## config.mk

```make
export PLATFORM = sky130hd
export DESIGN_NAME = pfc_ctrl
export DESIGN_NICKNAME = d
export VERILOG_FILES = /design/src/pfc_pkg.sv /design/src/pfc_cyc_if.sv /design/src/pfc_pin_engine.sv /design/src/pfc_ctrl.sv
export SDC_FILE = /design/constraint.sdc
export NUM_CORES = 1
export LEC_CHECK = 0
export ABC_AREA = 1
export BUFFER_PORTS_ARGS = -buffer_cell sky130_fd_sc_hd__buf_2
export CAP_MARGIN = 20
export CORE_ASPECT_RATIO = 1.2
export CORE_MARGIN = 2
export CORE_UTILIZATION = 45
export CTS_BUF_LIST = sky130_fd_sc_hd__clkbuf_4
export DETAILED_ROUTE_END_ITERATION = 10
export GPL_ROUTABILITY_DRIVEN = 0
export PLACE_DENSITY = 0.63
export SLEW_MARGIN = 15
export SYNTH_ARGS = -nofsm -noshare
export SYNTH_HDL_FRONTEND = slang
export SYNTH_SLANG_ARGS = --single-unit
```

## constraint.sdc

```tcl
create_clock -name clk_i -period 2.15 [get_ports clk_i]
set_input_delay 0 -clock clk_i [delete_from_list [all_inputs] [get_ports clk_i]]
set_output_delay 0 -clock clk_i [all_outputs]
set_load 0.1 [all_outputs]
```

## src/pfc_pkg.sv

```systemverilog
// Shared constants and types of the parallel flash command controller.
package pfc_pkg;
  localparam int ADDR_W = 19;
  localparam int DATA_W = 8;
  localparam int WB_ADR_W = 8;
  localparam int CNT_W = 8;
  // Own register map, byte addresses on the Wishbone side.
  localparam logic [7:0] REG_CMD = 8'h00;
  localparam logic [7:0] REG_ADDR = 8'h04;
  localparam logic [7:0] REG_WDATA = 8'h08;
  localparam logic [7:0] REG_STATUS = 8'h0C;
  localparam logic [7:0] REG_RDATA = 8'h10;
  localparam int STAT_BUSY = 0;
  localparam int STAT_DONE = 1;
  localparam int STAT_FAIL = 2;
  localparam int STAT_LOCK = 3;
  localparam int STAT_IDMODE = 4;
  // Command cycle addresses compare on the low twelve lines only.
  localparam int CMD_ADDR_W = 12;
  localparam logic [11:0] UNLOCK1_ADDR = 12'h555;
  localparam logic [11:0] UNLOCK2_ADDR = 12'hAAA;
  localparam logic [11:0] EXIT_ADDR = 12'h000;
  localparam logic [18:0] LOCK_ID_ADDR = 19'h0_0002;
  localparam logic [7:0] CD_UNLOCK1 = 8'hAA;
  localparam logic [7:0] CD_UNLOCK2 = 8'h55;
  localparam logic [7:0] CD_ERASE_SETUP = 8'h80;
  localparam logic [7:0] CD_PROGRAM = 8'hA0;
  localparam logic [7:0] CD_ID_ENTRY = 8'h90;
  localparam logic [7:0] CD_ID_EXIT = 8'hF0;
  localparam logic [7:0] CD_CHIP_ERASE = 8'h10;
  localparam logic [7:0] CD_SECTOR_ERASE = 8'h30;
  localparam logic [7:0] CD_LOCKOUT = 8'h40;
  localparam int BIT_LOCK_STATE = 0;
  localparam int BIT_PULSE_FAIL = 5;
  localparam int BIT_TOGGLE = 6;
  localparam logic [2:0] LEN_PROGRAM = 3'h4;
  localparam logic [2:0] LEN_SIX = 3'h6;
  localparam logic [2:0] LEN_ID = 3'h3;
  localparam logic [2:0] LEN_SINGLE = 3'h1;
  // Timing at a 100 ns clock.
  localparam int CLK_PERIOD_NS = 100;
  localparam int T_WP_NS = 100;
  localparam int T_ACC_NS = 100;
  localparam int T_BP_US = 10;
  localparam int SYNC_STAGES = 2;
  localparam int WP_CYC = (T_WP_NS + CLK_PERIOD_NS - 1) / CLK_PERIOD_NS;
  localparam int ACC_CYC = (T_ACC_NS + CLK_PERIOD_NS - 1) / CLK_PERIOD_NS;
  localparam int BP_CYC = (T_BP_US * 1000) / CLK_PERIOD_NS;
  typedef enum logic [2:0] {
    OP_READ = 3'h0, OP_PROGRAM = 3'h1, OP_SECTOR_ERASE = 3'h2, OP_CHIP_ERASE = 3'h3,
    OP_LOCKOUT = 3'h4, OP_ID_ENTRY = 3'h5, OP_ID_EXIT = 3'h6, OP_RESET = 3'h7
  } pfc_op_type;
endpackage : pfc_pkg

```

## src/pfc_cyc_if.sv

```systemverilog
// Single bus cycle request channel between sequencer and pin engine.
`timescale 1ns/10ps
`default_nettype none
interface pfc_cyc_if;
  import pfc_pkg::*;
  logic req;
  logic we;
  logic [ADDR_W-1:0] addr;
  logic [DATA_W-1:0] wdata;
  logic done;
  logic [DATA_W-1:0] rdata;
  modport seq (output req, output we, output addr, output wdata, input done, input rdata);
  modport eng (input req, input we, input addr, input wdata, output done, output rdata);
endinterface : pfc_cyc_if
`default_nettype wire

```

## src/pfc_pin_engine.sv

```systemverilog
// Pin engine: runs one read or one write cycle on the flash pins.
`timescale 1ns/10ps
`default_nettype none
module pfc_pin_engine
  import pfc_pkg::*;
#(
  parameter int WP_CYCLES = WP_CYC,
  parameter int ACC_CYCLES = ACC_CYC
) (
  input wire logic clk_i,
  input wire logic rst_i,
  pfc_cyc_if.eng cyc,
  output logic [ADDR_W-1:0] byte_address_lines_o,
  output logic chip_sel_n_o,
  output logic out_gate_n_o,
  output logic write_strobe_n_o,
  input wire logic [DATA_W-1:0] data_lines_i,
  output logic [DATA_W-1:0] data_lines_o,
  output logic data_lines_oe_n_o
);
  typedef enum logic [1:0] {E_IDLE = 2'b00, E_SETUP = 2'b01, E_STROBE = 2'b11,
                            E_HOLD = 2'b10} pfc_eng_st_type;
  typedef struct packed {
    pfc_eng_st_type st;
    logic [CNT_W-1:0] cnt;
    logic we;
    logic [ADDR_W-1:0] addr;
    logic [DATA_W-1:0] wdata;
    logic ce_n;
    logic oe_n;
    logic we_n;
    logic doe_n;
    logic done;
    logic [DATA_W-1:0] rdata;
    logic [DATA_W-1:0] sync1;
    logic [DATA_W-1:0] sync2;
  } pfc_eng_type;
  pfc_eng_type eng_reg;
  pfc_eng_type eng_next;
  localparam pfc_eng_type ENG_RST = '{st: E_IDLE, ce_n: 1'b1, oe_n: 1'b1, we_n: 1'b1,
                                      doe_n: 1'b1, default: '0};

  always_comb begin
    eng_next = eng_reg;
    eng_next.sync1 = data_lines_i;
    eng_next.sync2 = eng_reg.sync1;
    eng_next.done = 1'b0;
    case (eng_reg.st)
      E_IDLE: begin
        // The done pulse still shows the old request, so it must not restart.
        if (cyc.req && !eng_reg.done) begin
          eng_next.we = cyc.we;
          eng_next.addr = cyc.addr;
          eng_next.wdata = cyc.wdata;
          eng_next.ce_n = 1'b0;
          eng_next.doe_n = !cyc.we;
          eng_next.st = E_SETUP;
        end
      end
      E_SETUP: begin
        if (eng_reg.we) begin
          eng_next.we_n = 1'b0;
          eng_next.cnt = CNT_W'(WP_CYCLES - 1);
        end else begin
          eng_next.oe_n = 1'b0;
          eng_next.cnt = CNT_W'(ACC_CYCLES + SYNC_STAGES - 1);
        end
        eng_next.st = E_STROBE;
      end
      E_STROBE: begin
        if (eng_reg.cnt != '0) begin
          eng_next.cnt = eng_reg.cnt - 1'b1;
        end else if (eng_reg.we) begin
          // Data stays driven across the rising strobe edge where it is taken.
          eng_next.we_n = 1'b1;
          eng_next.st = E_HOLD;
        end else begin
          eng_next.rdata = eng_reg.sync2;
          eng_next.oe_n = 1'b1;
          eng_next.st = E_HOLD;
        end
      end
      E_HOLD: begin
        eng_next.ce_n = 1'b1;
        eng_next.doe_n = 1'b1;
        eng_next.done = 1'b1;
        eng_next.st = E_IDLE;
      end
      default: eng_next = ENG_RST;
    endcase
  end

  always_ff @(posedge clk_i) begin
    if (rst_i) begin
      eng_reg <= ENG_RST;
    end else begin
      eng_reg <= eng_next;
    end
  end

  assign byte_address_lines_o = eng_reg.addr;
  assign chip_sel_n_o = eng_reg.ce_n;
  assign out_gate_n_o = eng_reg.oe_n;
  assign write_strobe_n_o = eng_reg.we_n;
  assign data_lines_o = eng_reg.wdata;
  assign data_lines_oe_n_o = eng_reg.doe_n;
  assign cyc.done = eng_reg.done;
  assign cyc.rdata = eng_reg.rdata;

  strobe_gating_a: assert property (@(posedge clk_i) disable iff (rst_i)
    !write_strobe_n_o |-> !chip_sel_n_o && out_gate_n_o && !data_lines_oe_n_o)
    else $error("write strobe low without select, gate high and data driven");
  data_hold_a: assert property (@(posedge clk_i) disable iff (rst_i)
    $rose(write_strobe_n_o) |-> !chip_sel_n_o && !data_lines_oe_n_o &&
      $stable(data_lines_o) && $stable(byte_address_lines_o))
    else $error("data or address moved at the rising write strobe");
  read_no_drive_a: assert property (@(posedge clk_i) disable iff (rst_i)
    !out_gate_n_o |-> data_lines_oe_n_o && write_strobe_n_o)
    else $error("data lines driven while the output gate is low");
endmodule : pfc_pin_engine
`default_nettype wire

```

## src/pfc_ctrl.sv

```systemverilog
// Wishbone controlled command sequencer for a parallel flash device.
//
// The register addresses and the Wishbone interface to the registers were chosen for this implementation.
`timescale 1ns/10ps
`default_nettype none
module pfc_ctrl
  import pfc_pkg::*;
#(
  parameter int BP_CYCLES = BP_CYC
) (
  input wire logic clk_i,
  input wire logic rst_i,
  input wire logic wb_cyc_i,
  input wire logic wb_stb_i,
  input wire logic wb_we_i,
  input wire logic [WB_ADR_W-1:0] wb_adr_i,
  input wire logic [3:0] wb_sel_i,
  input wire logic [31:0] wb_dat_i,
  output logic [31:0] wb_dat_o,
  output logic wb_ack_o,
  output logic [ADDR_W-1:0] byte_address_lines_o,
  output logic chip_sel_n_o,
  output logic out_gate_n_o,
  output logic write_strobe_n_o,
  input wire logic [DATA_W-1:0] data_lines_i,
  output logic [DATA_W-1:0] data_lines_o,
  output logic data_lines_oe_n_o
);
  typedef enum logic [2:0] {S_IDLE = 3'b000, S_WRITE = 3'b001, S_WAIT = 3'b011,
                            S_POLL_A = 3'b010, S_POLL_B = 3'b110,
                            S_READ = 3'b100} pfc_st_type;
  typedef struct packed {
    logic ack;
    logic [31:0] dat_o;
    pfc_st_type st;
    pfc_op_type op;
    logic [2:0] idx;
    logic [ADDR_W-1:0] addr;
    logic [DATA_W-1:0] wdata;
    logic [DATA_W-1:0] rdata;
    logic [DATA_W-1:0] poll0;
    logic [CNT_W-1:0] wait_cnt;
    logic retry;
    logic done;
    logic fail;
    logic lock_seen;
    logic id_mode;
  } pfc_ctrl_type;
  pfc_ctrl_type c_reg;
  pfc_ctrl_type c_next;
  logic busy;
  logic bus_wr;

  pfc_cyc_if cyc ();

  function automatic logic [2:0] seq_len(input pfc_op_type op);
    case (op)
      OP_PROGRAM: seq_len = LEN_PROGRAM;
      OP_SECTOR_ERASE, OP_CHIP_ERASE, OP_LOCKOUT: seq_len = LEN_SIX;
      OP_ID_ENTRY, OP_ID_EXIT: seq_len = LEN_ID;
      default: seq_len = LEN_SINGLE;
    endcase
  endfunction : seq_len

  // Address and data of command step idx; upper lines are zero except where the
  // step carries a target address.
  function automatic logic [ADDR_W+DATA_W-1:0] step(input pfc_op_type op,
      input logic [2:0] idx, input logic [ADDR_W-1:0] a, input logic [DATA_W-1:0] d);
    logic [DATA_W-1:0] third;
    third = CD_ERASE_SETUP;
    step = {ADDR_W'(UNLOCK1_ADDR), CD_UNLOCK1};
    case (op)
      OP_PROGRAM: third = CD_PROGRAM;
      OP_ID_ENTRY: third = CD_ID_ENTRY;
      OP_ID_EXIT: third = CD_ID_EXIT;
      default: third = CD_ERASE_SETUP;
    endcase
    case (idx)
      3'h0: step = (op == OP_RESET) ? {ADDR_W'(EXIT_ADDR), CD_ID_EXIT}
                                     : {ADDR_W'(UNLOCK1_ADDR), CD_UNLOCK1};
      3'h1, 3'h4: step = {ADDR_W'(UNLOCK2_ADDR), CD_UNLOCK2};
      3'h2: step = {ADDR_W'(UNLOCK1_ADDR), third};
      3'h3: step = (op == OP_PROGRAM) ? {a, d} : {ADDR_W'(UNLOCK1_ADDR), CD_UNLOCK1};
      3'h5: begin
        case (op)
          OP_SECTOR_ERASE: step = {a, CD_SECTOR_ERASE};
          OP_LOCKOUT: step = {ADDR_W'(UNLOCK1_ADDR), CD_LOCKOUT};
          default: step = {ADDR_W'(UNLOCK1_ADDR), CD_CHIP_ERASE};
        endcase
      end
      default: step = {ADDR_W'(UNLOCK1_ADDR), CD_UNLOCK1};
    endcase
  endfunction : step

  function automatic logic [31:0] merge(input logic [31:0] old, input logic [31:0] nw,
                                        input logic [3:0] sel);
    for (int i = 0; i < 4; i++) begin
      merge[i*8 +: 8] = sel[i] ? nw[i*8 +: 8] : old[i*8 +: 8];
    end
  endfunction : merge

  assign busy = (c_reg.st != S_IDLE);
  assign bus_wr = c_reg.ack && wb_cyc_i && wb_stb_i && wb_we_i;
  assign cyc.req = (c_reg.st == S_WRITE) || (c_reg.st == S_POLL_A) ||
                   (c_reg.st == S_POLL_B) || (c_reg.st == S_READ);
  assign cyc.we = (c_reg.st == S_WRITE);
  assign {cyc.addr, cyc.wdata} = (c_reg.st == S_WRITE) ?
      step(c_reg.op, c_reg.idx, c_reg.addr, c_reg.wdata) : {c_reg.addr, c_reg.wdata};

  always_comb begin
    c_next = c_reg;
    c_next.ack = wb_cyc_i && wb_stb_i && !c_reg.ack;
    c_next.dat_o = '0;
    case (wb_adr_i)
      REG_CMD: c_next.dat_o = 32'(c_reg.op);
      REG_ADDR: c_next.dat_o = 32'(c_reg.addr);
      REG_WDATA: c_next.dat_o = 32'(c_reg.wdata);
      REG_STATUS: begin
        c_next.dat_o[STAT_BUSY] = busy;
        c_next.dat_o[STAT_DONE] = c_reg.done;
        c_next.dat_o[STAT_FAIL] = c_reg.fail;
        c_next.dat_o[STAT_LOCK] = c_reg.lock_seen;
        c_next.dat_o[STAT_IDMODE] = c_reg.id_mode;
      end
      REG_RDATA: c_next.dat_o = 32'(c_reg.rdata);
      default: c_next.dat_o = '0;
    endcase
    if (bus_wr && !busy) begin
      // Target registers are frozen while a sequence runs, so polling addresses hold.
      if (wb_adr_i == REG_ADDR) begin
        c_next.addr = ADDR_W'(merge(32'(c_reg.addr), wb_dat_i, wb_sel_i));
      end
      if (wb_adr_i == REG_WDATA && wb_sel_i[0]) begin
        c_next.wdata = wb_dat_i[DATA_W-1:0];
      end
    end
    case (c_reg.st)
      S_IDLE: begin
        // Orders arrive only here, so nothing reaches the device mid-operation.
        if (bus_wr && wb_adr_i == REG_CMD && wb_sel_i[0]) begin
          c_next.op = pfc_op_type'(wb_dat_i[2:0]);
          c_next.idx = '0;
          c_next.done = 1'b0;
          c_next.fail = 1'b0;
          c_next.retry = 1'b0;
          c_next.st = (pfc_op_type'(wb_dat_i[2:0]) == OP_READ) ? S_READ : S_WRITE;
        end
      end
      S_WRITE: begin
        if (cyc.done) begin
          if (c_reg.idx == seq_len(c_reg.op) - 1'b1) begin
            case (c_reg.op)
              OP_PROGRAM, OP_SECTOR_ERASE, OP_CHIP_ERASE, OP_LOCKOUT: begin
                c_next.wait_cnt = CNT_W'(BP_CYCLES);
                c_next.st = S_WAIT;
              end
              default: begin
                c_next.id_mode = (c_reg.op == OP_ID_ENTRY);
                c_next.done = 1'b1;
                c_next.st = S_IDLE;
              end
            endcase
          end else begin
            c_next.idx = c_reg.idx + 1'b1;
          end
        end
      end
      S_WAIT: begin
        if (c_reg.wait_cnt == '0) begin
          c_next.st = S_POLL_A;
        end else begin
          c_next.wait_cnt = c_reg.wait_cnt - 1'b1;
        end
      end
      S_POLL_A: begin
        if (cyc.done) begin
          c_next.poll0 = cyc.rdata;
          c_next.st = S_POLL_B;
        end
      end
      S_POLL_B: begin
        if (cyc.done) begin
          if (cyc.rdata[BIT_TOGGLE] == c_reg.poll0[BIT_TOGGLE]) begin
            c_next.rdata = cyc.rdata;
            c_next.done = 1'b1;
            c_next.st = S_IDLE;
          end else if (cyc.rdata[BIT_PULSE_FAIL] && c_reg.retry) begin
            // Still toggling after the limit flag: give up and leave with the exit code.
            c_next.fail = 1'b1;
            c_next.op = OP_RESET;
            c_next.idx = '0;
            c_next.st = S_WRITE;
          end else begin
            // The toggle may stop as the limit flag rises, so check once more.
            c_next.retry = cyc.rdata[BIT_PULSE_FAIL];
            c_next.st = S_POLL_A;
          end
        end
      end
      S_READ: begin
        if (cyc.done) begin
          c_next.rdata = cyc.rdata;
          if (c_reg.id_mode && c_reg.addr == LOCK_ID_ADDR) begin
            c_next.lock_seen = cyc.rdata[BIT_LOCK_STATE];
          end
          c_next.done = 1'b1;
          c_next.st = S_IDLE;
        end
      end
      default: c_next.st = S_IDLE;
    endcase
  end

  always_ff @(posedge clk_i) begin
    if (rst_i) begin
      c_reg <= '{st: S_IDLE, op: OP_READ, default: '0};
    end else begin
      c_reg <= c_next;
    end
  end

  assign wb_ack_o = c_reg.ack;
  assign wb_dat_o = c_reg.dat_o;

  pfc_pin_engine u_engine (
    .clk_i(clk_i),
    .rst_i(rst_i),
    .cyc(cyc.eng),
    .byte_address_lines_o(byte_address_lines_o),
    .chip_sel_n_o(chip_sel_n_o),
    .out_gate_n_o(out_gate_n_o),
    .write_strobe_n_o(write_strobe_n_o),
    .data_lines_i(data_lines_i),
    .data_lines_o(data_lines_o),
    .data_lines_oe_n_o(data_lines_oe_n_o)
  );

  busy_cmd_ignored_a: assert property (@(posedge clk_i) disable iff (rst_i)
    busy && bus_wr && wb_adr_i == REG_CMD && c_reg.st != S_POLL_B |=> $stable(c_reg.op))
    else $error("command taken while an operation was in progress");
  unlock_addr_a: assert property (@(posedge clk_i) disable iff (rst_i)
    c_reg.st == S_WRITE && c_reg.op != OP_RESET && (c_reg.idx == 3'h0 || c_reg.idx == 3'h1)
      |-> cyc.addr[ADDR_W-1:CMD_ADDR_W] == '0 &&
          cyc.wdata == ((c_reg.idx == 3'h0) ? CD_UNLOCK1 : CD_UNLOCK2))
    else $error("unlock cycle with wrong address or data");
  program_len_a: assert property (@(posedge clk_i) disable iff (rst_i)
    c_reg.st == S_WRITE && $past(c_reg.st) == S_WRITE && c_reg.op == OP_PROGRAM
      |-> c_reg.idx < LEN_PROGRAM)
    else $error("program sequence longer than four cycles");
  lockout_code_a: assert property (@(posedge clk_i) disable iff (rst_i)
    c_reg.st == S_WRITE && c_reg.op == OP_LOCKOUT && c_reg.idx == 3'h5
      |-> cyc.wdata == CD_LOCKOUT && cyc.addr == ADDR_W'(UNLOCK1_ADDR))
    else $error("lockout sequence ends with the wrong code");
  poll_after_write_a: assert property (@(posedge clk_i) disable iff (rst_i)
    $rose(c_reg.st == S_WAIT) |-> ##1 (c_reg.st == S_WAIT)[*2])
    else $error("polling started without the program wait");
  done_when_idle_a: assert property (@(posedge clk_i) disable iff (rst_i)
    $rose(c_reg.done) |-> c_reg.st == S_IDLE && $past(cyc.done))
    else $error("completion flagged without a finished device cycle");
endmodule : pfc_ctrl
`default_nettype wire

```

==> impl_metrics.csv, run 1 <==
group,metric,value,unit
status,status,"complete, no violations",
clock_network,cts_made_buffers,17,
synthesis,synth_ff_type,"dfxtp_1",
synthesis,synth_cell_type_count,43,
clock_network,cts-htree-levels,4,
floorplan,die-area,0.0164,mm2
synthesis,synth_seq_cells,145,
drt,wl_per_cell,13.6,um
drt,topRoutingLayerUsed,"met4",
setup_path,required,2.58,ns
placed_design,dp_hpwl,12.0,mm
synthesis,synth.most_common_cell,"dfxtp_1",
synthesis,ys_warn_count,0,
pwr,clkPwrFrac,20.2,%
drt,wl_met1,7.33,mm
placed_design,placed_cells,1180,
sta,setup_viol,0,
grt,grt_max_degree,75,
clock_network,clockBufferDepth,2,
synthesis,async_flop_share,0,%
clock_network,cts.sinks,145,
sta,fmax,484,MHz
pwr,peakVddDrop,415,uV
grt,overflow,0,
floorplan,core_area,0.0150,mm2
pwr,switching_share,43.9,%
drt,wl_met2,8.67,mm
sta,maxSlewHeadroom,64.5,%
floorplan,die_x,117,um
synthesis,synth_edf_count,0,
drt,dr.first_iter.drc_count,360,
clock_network,clkTransAtPathRegs,0.13,ns
setup_path,crit_top_cell,"nand2_2",
pwr,p_per_area,945,mW/mm2
floorplan,rows,49,
setup_path,cp.buffers_inverters,0,
grt,grt_pass1_vias,5903,
synthesis,yosysTopAreaCell,"dfxtp_1",
setup_path,path_max_fanout,15,
setup_path,cpPeakStageDelay,0.42,ns
setup_path,critPathTopFamily,"simple AND/OR/NAND/NOR gates",
synthesis,syn_inst,948,
sta,post-route-min-period,2.07,ns
synthesis,ys_seq_area_share,42.0,%
sta,skew,0.0286,ns
cells_and_area,nNetsFinal,1106,
setup_path,endpoint_kind,"register",
pwr,p_sw,3.31,mW
placed_design,port_buffers,93,
clock_network,cts_root_buf,"clkbuf_4",
drt,routed_wl,17.1,mm
pwr,seqPwrFrac,40.5,%
cells_and_area,instances_no_fill,1256,
floorplan,initial_core_util,46.0,%
cells_and_area,drive_gt1_share,18.2,%
synthesis,syn_avg_cell_area,7.29,um2
grt,antenna_found_initial,1,
setup_path,cp-start-kind,"register",
setup_path,worstPathCellList,"nor2_1 > nand2_2 > nand3_4 > ha_1 > xnor2_2 > xor2_2 > nand2_2 > nand2_8 > nand2_4 > nand2_1 > a21oi_1",
setup_path,worst-setup-path-type,"reg2reg",
sta,slew_violations,0,
clock_network,clock_latency,0.58,ns
pwr,p_comb_share,39.3,%
sta,hold_viol,0,
setup_path,cp.arrival,2.50,ns
sta,period_share,96.2,%
cells_and_area,largest_reg_flops,58,
pwr,cellLeakagePower,3.47,nW
grt,grt_usage,21.3,%
setup_path,crit_slowest_cell,"dfxtp_2",
synthesis,ys_top_cells_by_count,"dfxtp_1, inv_1, nor2_1, nand2_1, a21oi_1",
drt,drc_errors,0,
drt,wl_met3,739,um
cells_and_area,final_util,53.1,%
drt,vias,6196,
pwr,p_int,4.22,mW
flow_run,cap_violations,0,
sta,tightest_slew,0.531,ns
clock_network,cts_tree,"yes",
synthesis,synthTopCellsByArea,"dfxtp_1, buf_4, inv_1, a21oi_1, nor2_1",
drt,ant_nets,0,
grt,grt_pass1_wl,27.5,mm
synthesis,synth_top_cell_area_share,42.0,%
synthesis,synth_area,0.00691,mm2
sta,finalSetupTns,0,ns
drt,drtPass1Iterations,5,
floorplan,die_y,140,um
floorplan,io_pins,121,
drt,viasPerCell,4.93,
cells_and_area,area_growth,15.3,%
hold_path,hold_path_class,"in2reg",
==> layout make-up <==
cell class | instances | area [um2]
sequential | 145 | 2910
multi-input combinational | 594 | 3040
tap | 204 | 255
inverter | 130 | 488
antenna | 1 | 2.50
clock inverter | 14 | 103
fill | 1499 | 7050
timing repair buffer | 151 | 1050
clock buffer | 17 | 128
==> cell usage in the layout, fill, tap and decap left out, drive strengths merged, types with 2 or more instances in the layout <==
cell type    instances
a21oi               87
buf                108
clkbuf              17
clkinv               7
clkinvlp             2
conb                13
dfxtp              145
dlygate4sd3         43
ha                  10
inv                135
nand2              123
nand3               69
nand4               15
nor2               122
nor3                22
nor4                 3
o2111ai              6
o211ai               2
o21ai               88
o22ai               14
o31ai                3
or2                  2
xnor2                4
xor2                 4
==> cell families after synthesis <==
logic type	count (synthesis)	synth area share, %
compound gates	205	16.0
xor+xnor	8	1.01
fa+ha+maj	10	1.81
buf+inv	221	15.7
flops	145	42.0
other cells	1	0.0542
simple gates	358	23.4
==> tightest hold or removal path, delay by kind of cell <==
family | cells | cell delay, ns
buf+inv | 1 | 0.10
simple gates | 4 | 0.39
compound gates | 1 | 0.13
==> path summary, 6_finish.rpt <==
check	start	to	slack, ns	depth (start not counted)
worst max-delay path	c_reg[59]	c_reg[9]	0.08	11
worst min-delay path	wb_we_i	c_reg[31]	0.08	6
worst max register to register	c_reg[59]	c_reg[9]	0.08	11
worst min register to register	u_engine.eng_next[4]	u_engine.eng_reg[4]	0.41	2
==> power groups by stage <==
stage	logic (mW)	clock network [mW]	registers, mW
floorplan	2.17	0	3.17
global placement	2.71	0	3.09
detailed placement	2.74	0	3.10
CTS	2.79	1.57	3.04
global route	3.23	1.69	3.08
finish	2.96	1.52	3.05
==> metrics by stage <==
stage	cell area (um2)	hold WS, ns	setup slack [ns]	power [mW]
CTS	7890	0.0333	0.0338	7.41
global route	7970	0.0913	-0.0688	8.01
floorplan	6960	0.107	0.243	5.34
finish	7970	0.0751	0.0822	7.53
global placement	7230	0.202	0.0774	5.81
detailed placement	7230	0.206	0.00449	5.84
==> metal layers <==
layer,track usage (%),up-vias
li1,-,3207
met1,25.8,2833
met2,36.5,134
met3,5.40,22
met4,6.75,0
met5,0,-
==> timing repair <==
| item | 4_1_cts | 5_1_grt |
|---|---|---|
| setup endpoints to repair | 5 | 21 |
| gates resized for setup | 2 | 15 |
| pin swaps | 0 | 2 |
| hold buffers | 43 | 0 |
| hold endpoints to repair | 70 | 0 |
| buffers inserted | 0 | 1 |
Note: power is estimated with default switching activity, not from simulation.
==> run 2: changes to the inputs <==
==> constraint.sdc (replaced) <==
create_clock -name clk_i -period 2.3 [get_ports clk_i]
set_input_delay 0 -clock clk_i [delete_from_list [all_inputs] [get_ports clk_i]]
set_output_delay 0 -clock clk_i [all_outputs]
set_load 0.1 [all_outputs]
==> run 2 against run 1 <==
Critical path depth down 1. Clock-buffer cell count increased by 1. Routed wire length fell by 0.39%. Critical path type unchanged. Worst hold slack lost 0.033 ns. Critical endpoint is now c_reg[45]. Global-route usage shrank 0.18 points. Largest power group unchanged. Core utilization down 0.21 points.
==> impl_metrics.csv, run 2 (synthesis results as in run 1) <==
group,metric,value,unit
sta,period_share,95.8,%
floorplan,rows,49,
floorplan,initial_core_util,46.0,%
cells_and_area,layout_commonest_cell,"dfxtp_1",
setup_path,cp-start-kind,"register",
cells_and_area,drive_gt1_share,17.4,%
setup_path,path_max_fanout,6,
floorplan,die_y,140,um
pwr,p_sw,3.03,mW
grt,grt_pass1_wl,27.2,mm
floorplan,die_x,117,um
drt,drc_errors,0,
sta,fmax,454,MHz
pwr,switching_share,44.0,%
sta,setup_viol,0,
setup_path,startpoint,"c_reg[63]",
pwr,cellLeakagePower,3.44,nW
setup_path,cp.arrival,2.65,ns
clock_network,cts_root_buf,"clkbuf_4",
setup_path,worst-setup-path-type,"reg2reg",
grt,antenna_found_initial,1,
setup_path,required,2.74,ns
grt,grt_max_degree,76,
hold_path,whs_path_depth,4,
drt,drtPass1Iterations,5,
cells_and_area,largest_reg_flops,58,
hold_path,worstHoldEndpoint,"u_engine.cyc.rdata[3]",
sta,post-route-min-period,2.20,ns
setup_path,r2r-start,"c_reg[63]",
flow_run,cap_violations,0,
clock_network,cts_tree,"yes",
clock_network,clockBufferDepth,2,
floorplan,core_area,0.0150,mm2
pwr,p_comb_share,38.1,%
placed_design,port_buffers,93,
grt,grt_usage,21.1,%
drt,dr.first_iter.drc_count,344,
pwr,p_int,3.86,mW
grt,overflow,0,
sta,tightest_slew,0.810,ns
clock_network,cts.sinks,145,
setup_path,reg2regPathDepth,10,
clock_network,clock_latency,0.58,ns
drt,routed_wl,17.0,mm
drt,wl_per_cell,13.5,um
pwr,peakVddDrop,379,uV
clock_network,cts-htree-levels,4,
drt,ant_nets,0,
placed_design,dpl_cell_area,0.00716,mm2
sta,hold_viol,0,
placed_design,dp_hpwl,11.7,mm
pwr,power,6.89,mW
pwr,clkPwrFrac,20.7,%
status,status,"complete, no violations",
cells_and_area,instances_no_fill,1259,
hold_path,hp-start,"rst_i",
cells_and_area,nNetsFinal,1108,
setup_path,regToRegSetupSlack,0.1,ns
grt,grt_pass1_vias,5790,
pwr,seqPwrFrac,41.2,%
setup_path,rr_endpoint,"c_reg[45]",
cells_and_area,area_growth,14.9,%
sta,slew_violations,0,
sta,maxSlewHeadroom,46.0,%
cells_and_area,stdcell_area,0.00794,mm2
hold_path,hold_path_class,"in2reg",
setup_path,endpoint_kind,"register",
floorplan,die-area,0.0164,mm2
floorplan,io_pins,121,
sta,skew,0.0273,ns
drt,vias,6222,
clock_network,cts_made_buffers,17,
placed_design,placed_cells,1175,
drt,viasPerCell,4.94,
cells_and_area,final_cell_mix,"dfxtp_1, inv_1, nor2_1, nand2_1, buf_2",
pwr,p_per_area,868,mW/mm2
clock_network,clkTransAtPathRegs,0.13,ns
## run 2: cell types whose count changed in the layout (fill, tap and decap cells not counted), moves of 2 or more
| cell | previous run | this run |
|---|---|---|
| dfxtp_1 | 139 | 143 |
| buf_12 | 3 | 1 |
| dfxtp_2 | 5 | 2 |
| dlygate4sd3_1 | 43 | 46 |
## run 2: metal layers
| metal | vias to the layer above | GRT usage, % | wire length (um) |
|---|---|---|---|
| met3 | 42 | 5.71 | 759 |
| met4 | 0 | 8.30 | 533 |
| li1 | 3219 | - | - |
| met1 | 2804 | 25.7 | 7270 |
| met2 | 157 | 35.1 | 8440 |
| met5 | - | 0 | 0 |
## run 2: how the worst max path moves through the flow
stage	to	slack, ns	cells after the start
2_1_floorplan	c_reg[51]	0.15	9
3_3_place_gp	c_reg[12]	0.16	13
3_5_place_dp	c_reg[10]	0.09	13
4_1_cts	c_reg[45]	0.02	10
5_1_grt	c_reg[48]	-0.007	10
6_report	c_reg[45]	0.1	10
## run 2: critical path, stage by stage, from the launching register on
cell	delay (ns)
dfxtp_1	0.38
inv_2	0.13
nand3_4	0.13
or2_1	0.27
inv_2	0.06
nand2_1	0.13
nor2_4	0.18
nor2_1	0.05
a21oi_1	0.13
dlygate4sd3_1	0.57
nor2_1	0.04
## run 2: repair_timing
| action | CTS | global route |
|---|---|---|
| hold buffers | 46 | 0 |
| gates resized for setup | 0 | 8 |
| endpoints found under the setup margin | 0 | 22 |
| buffers inserted | 0 | 3 |
| hold endpoints to repair | 55 | 0 |
## run 2: layout make-up
| cell class | instances | area, um2 |
|---|---|---|
| inverter | 130 | 488 |
| clock inverter | 14 | 103 |
| antenna | 1 | 2.50 |
| fill | 1502 | 7080 |
| clock buffer | 18 | 135 |
| timing repair buffer | 151 | 1030 |
| tap | 204 | 255 |
| multi-input combinational | 596 | 3030 |
| sequential | 145 | 2910 |
## run 2: power groups by stage
stage	Sequential, mW	Combinational, mW	Clock [mW]
global route	2.87	2.90	1.57
finish	2.84	2.63	1.43
floorplan	2.97	2.03	0
CTS	2.84	2.52	1.47
detailed placement	2.89	2.47	0
global placement	2.89	2.45	0
## run 2: through the flow
step	worst slack, ns	utilization, %	setup TNS [ns]	hold slack (ns)
after floorplan	0.145	-	0	0.107
after global placement	0.160	47.7	0	0.200
after detailed placement	0.0946	47.7	0	0.206
after CTS	0.0242	52.3	0	0.0176
after global routing	-0.00745	52.9	-0.00745	0.0506
final	0.0976	52.9	0	0.0426
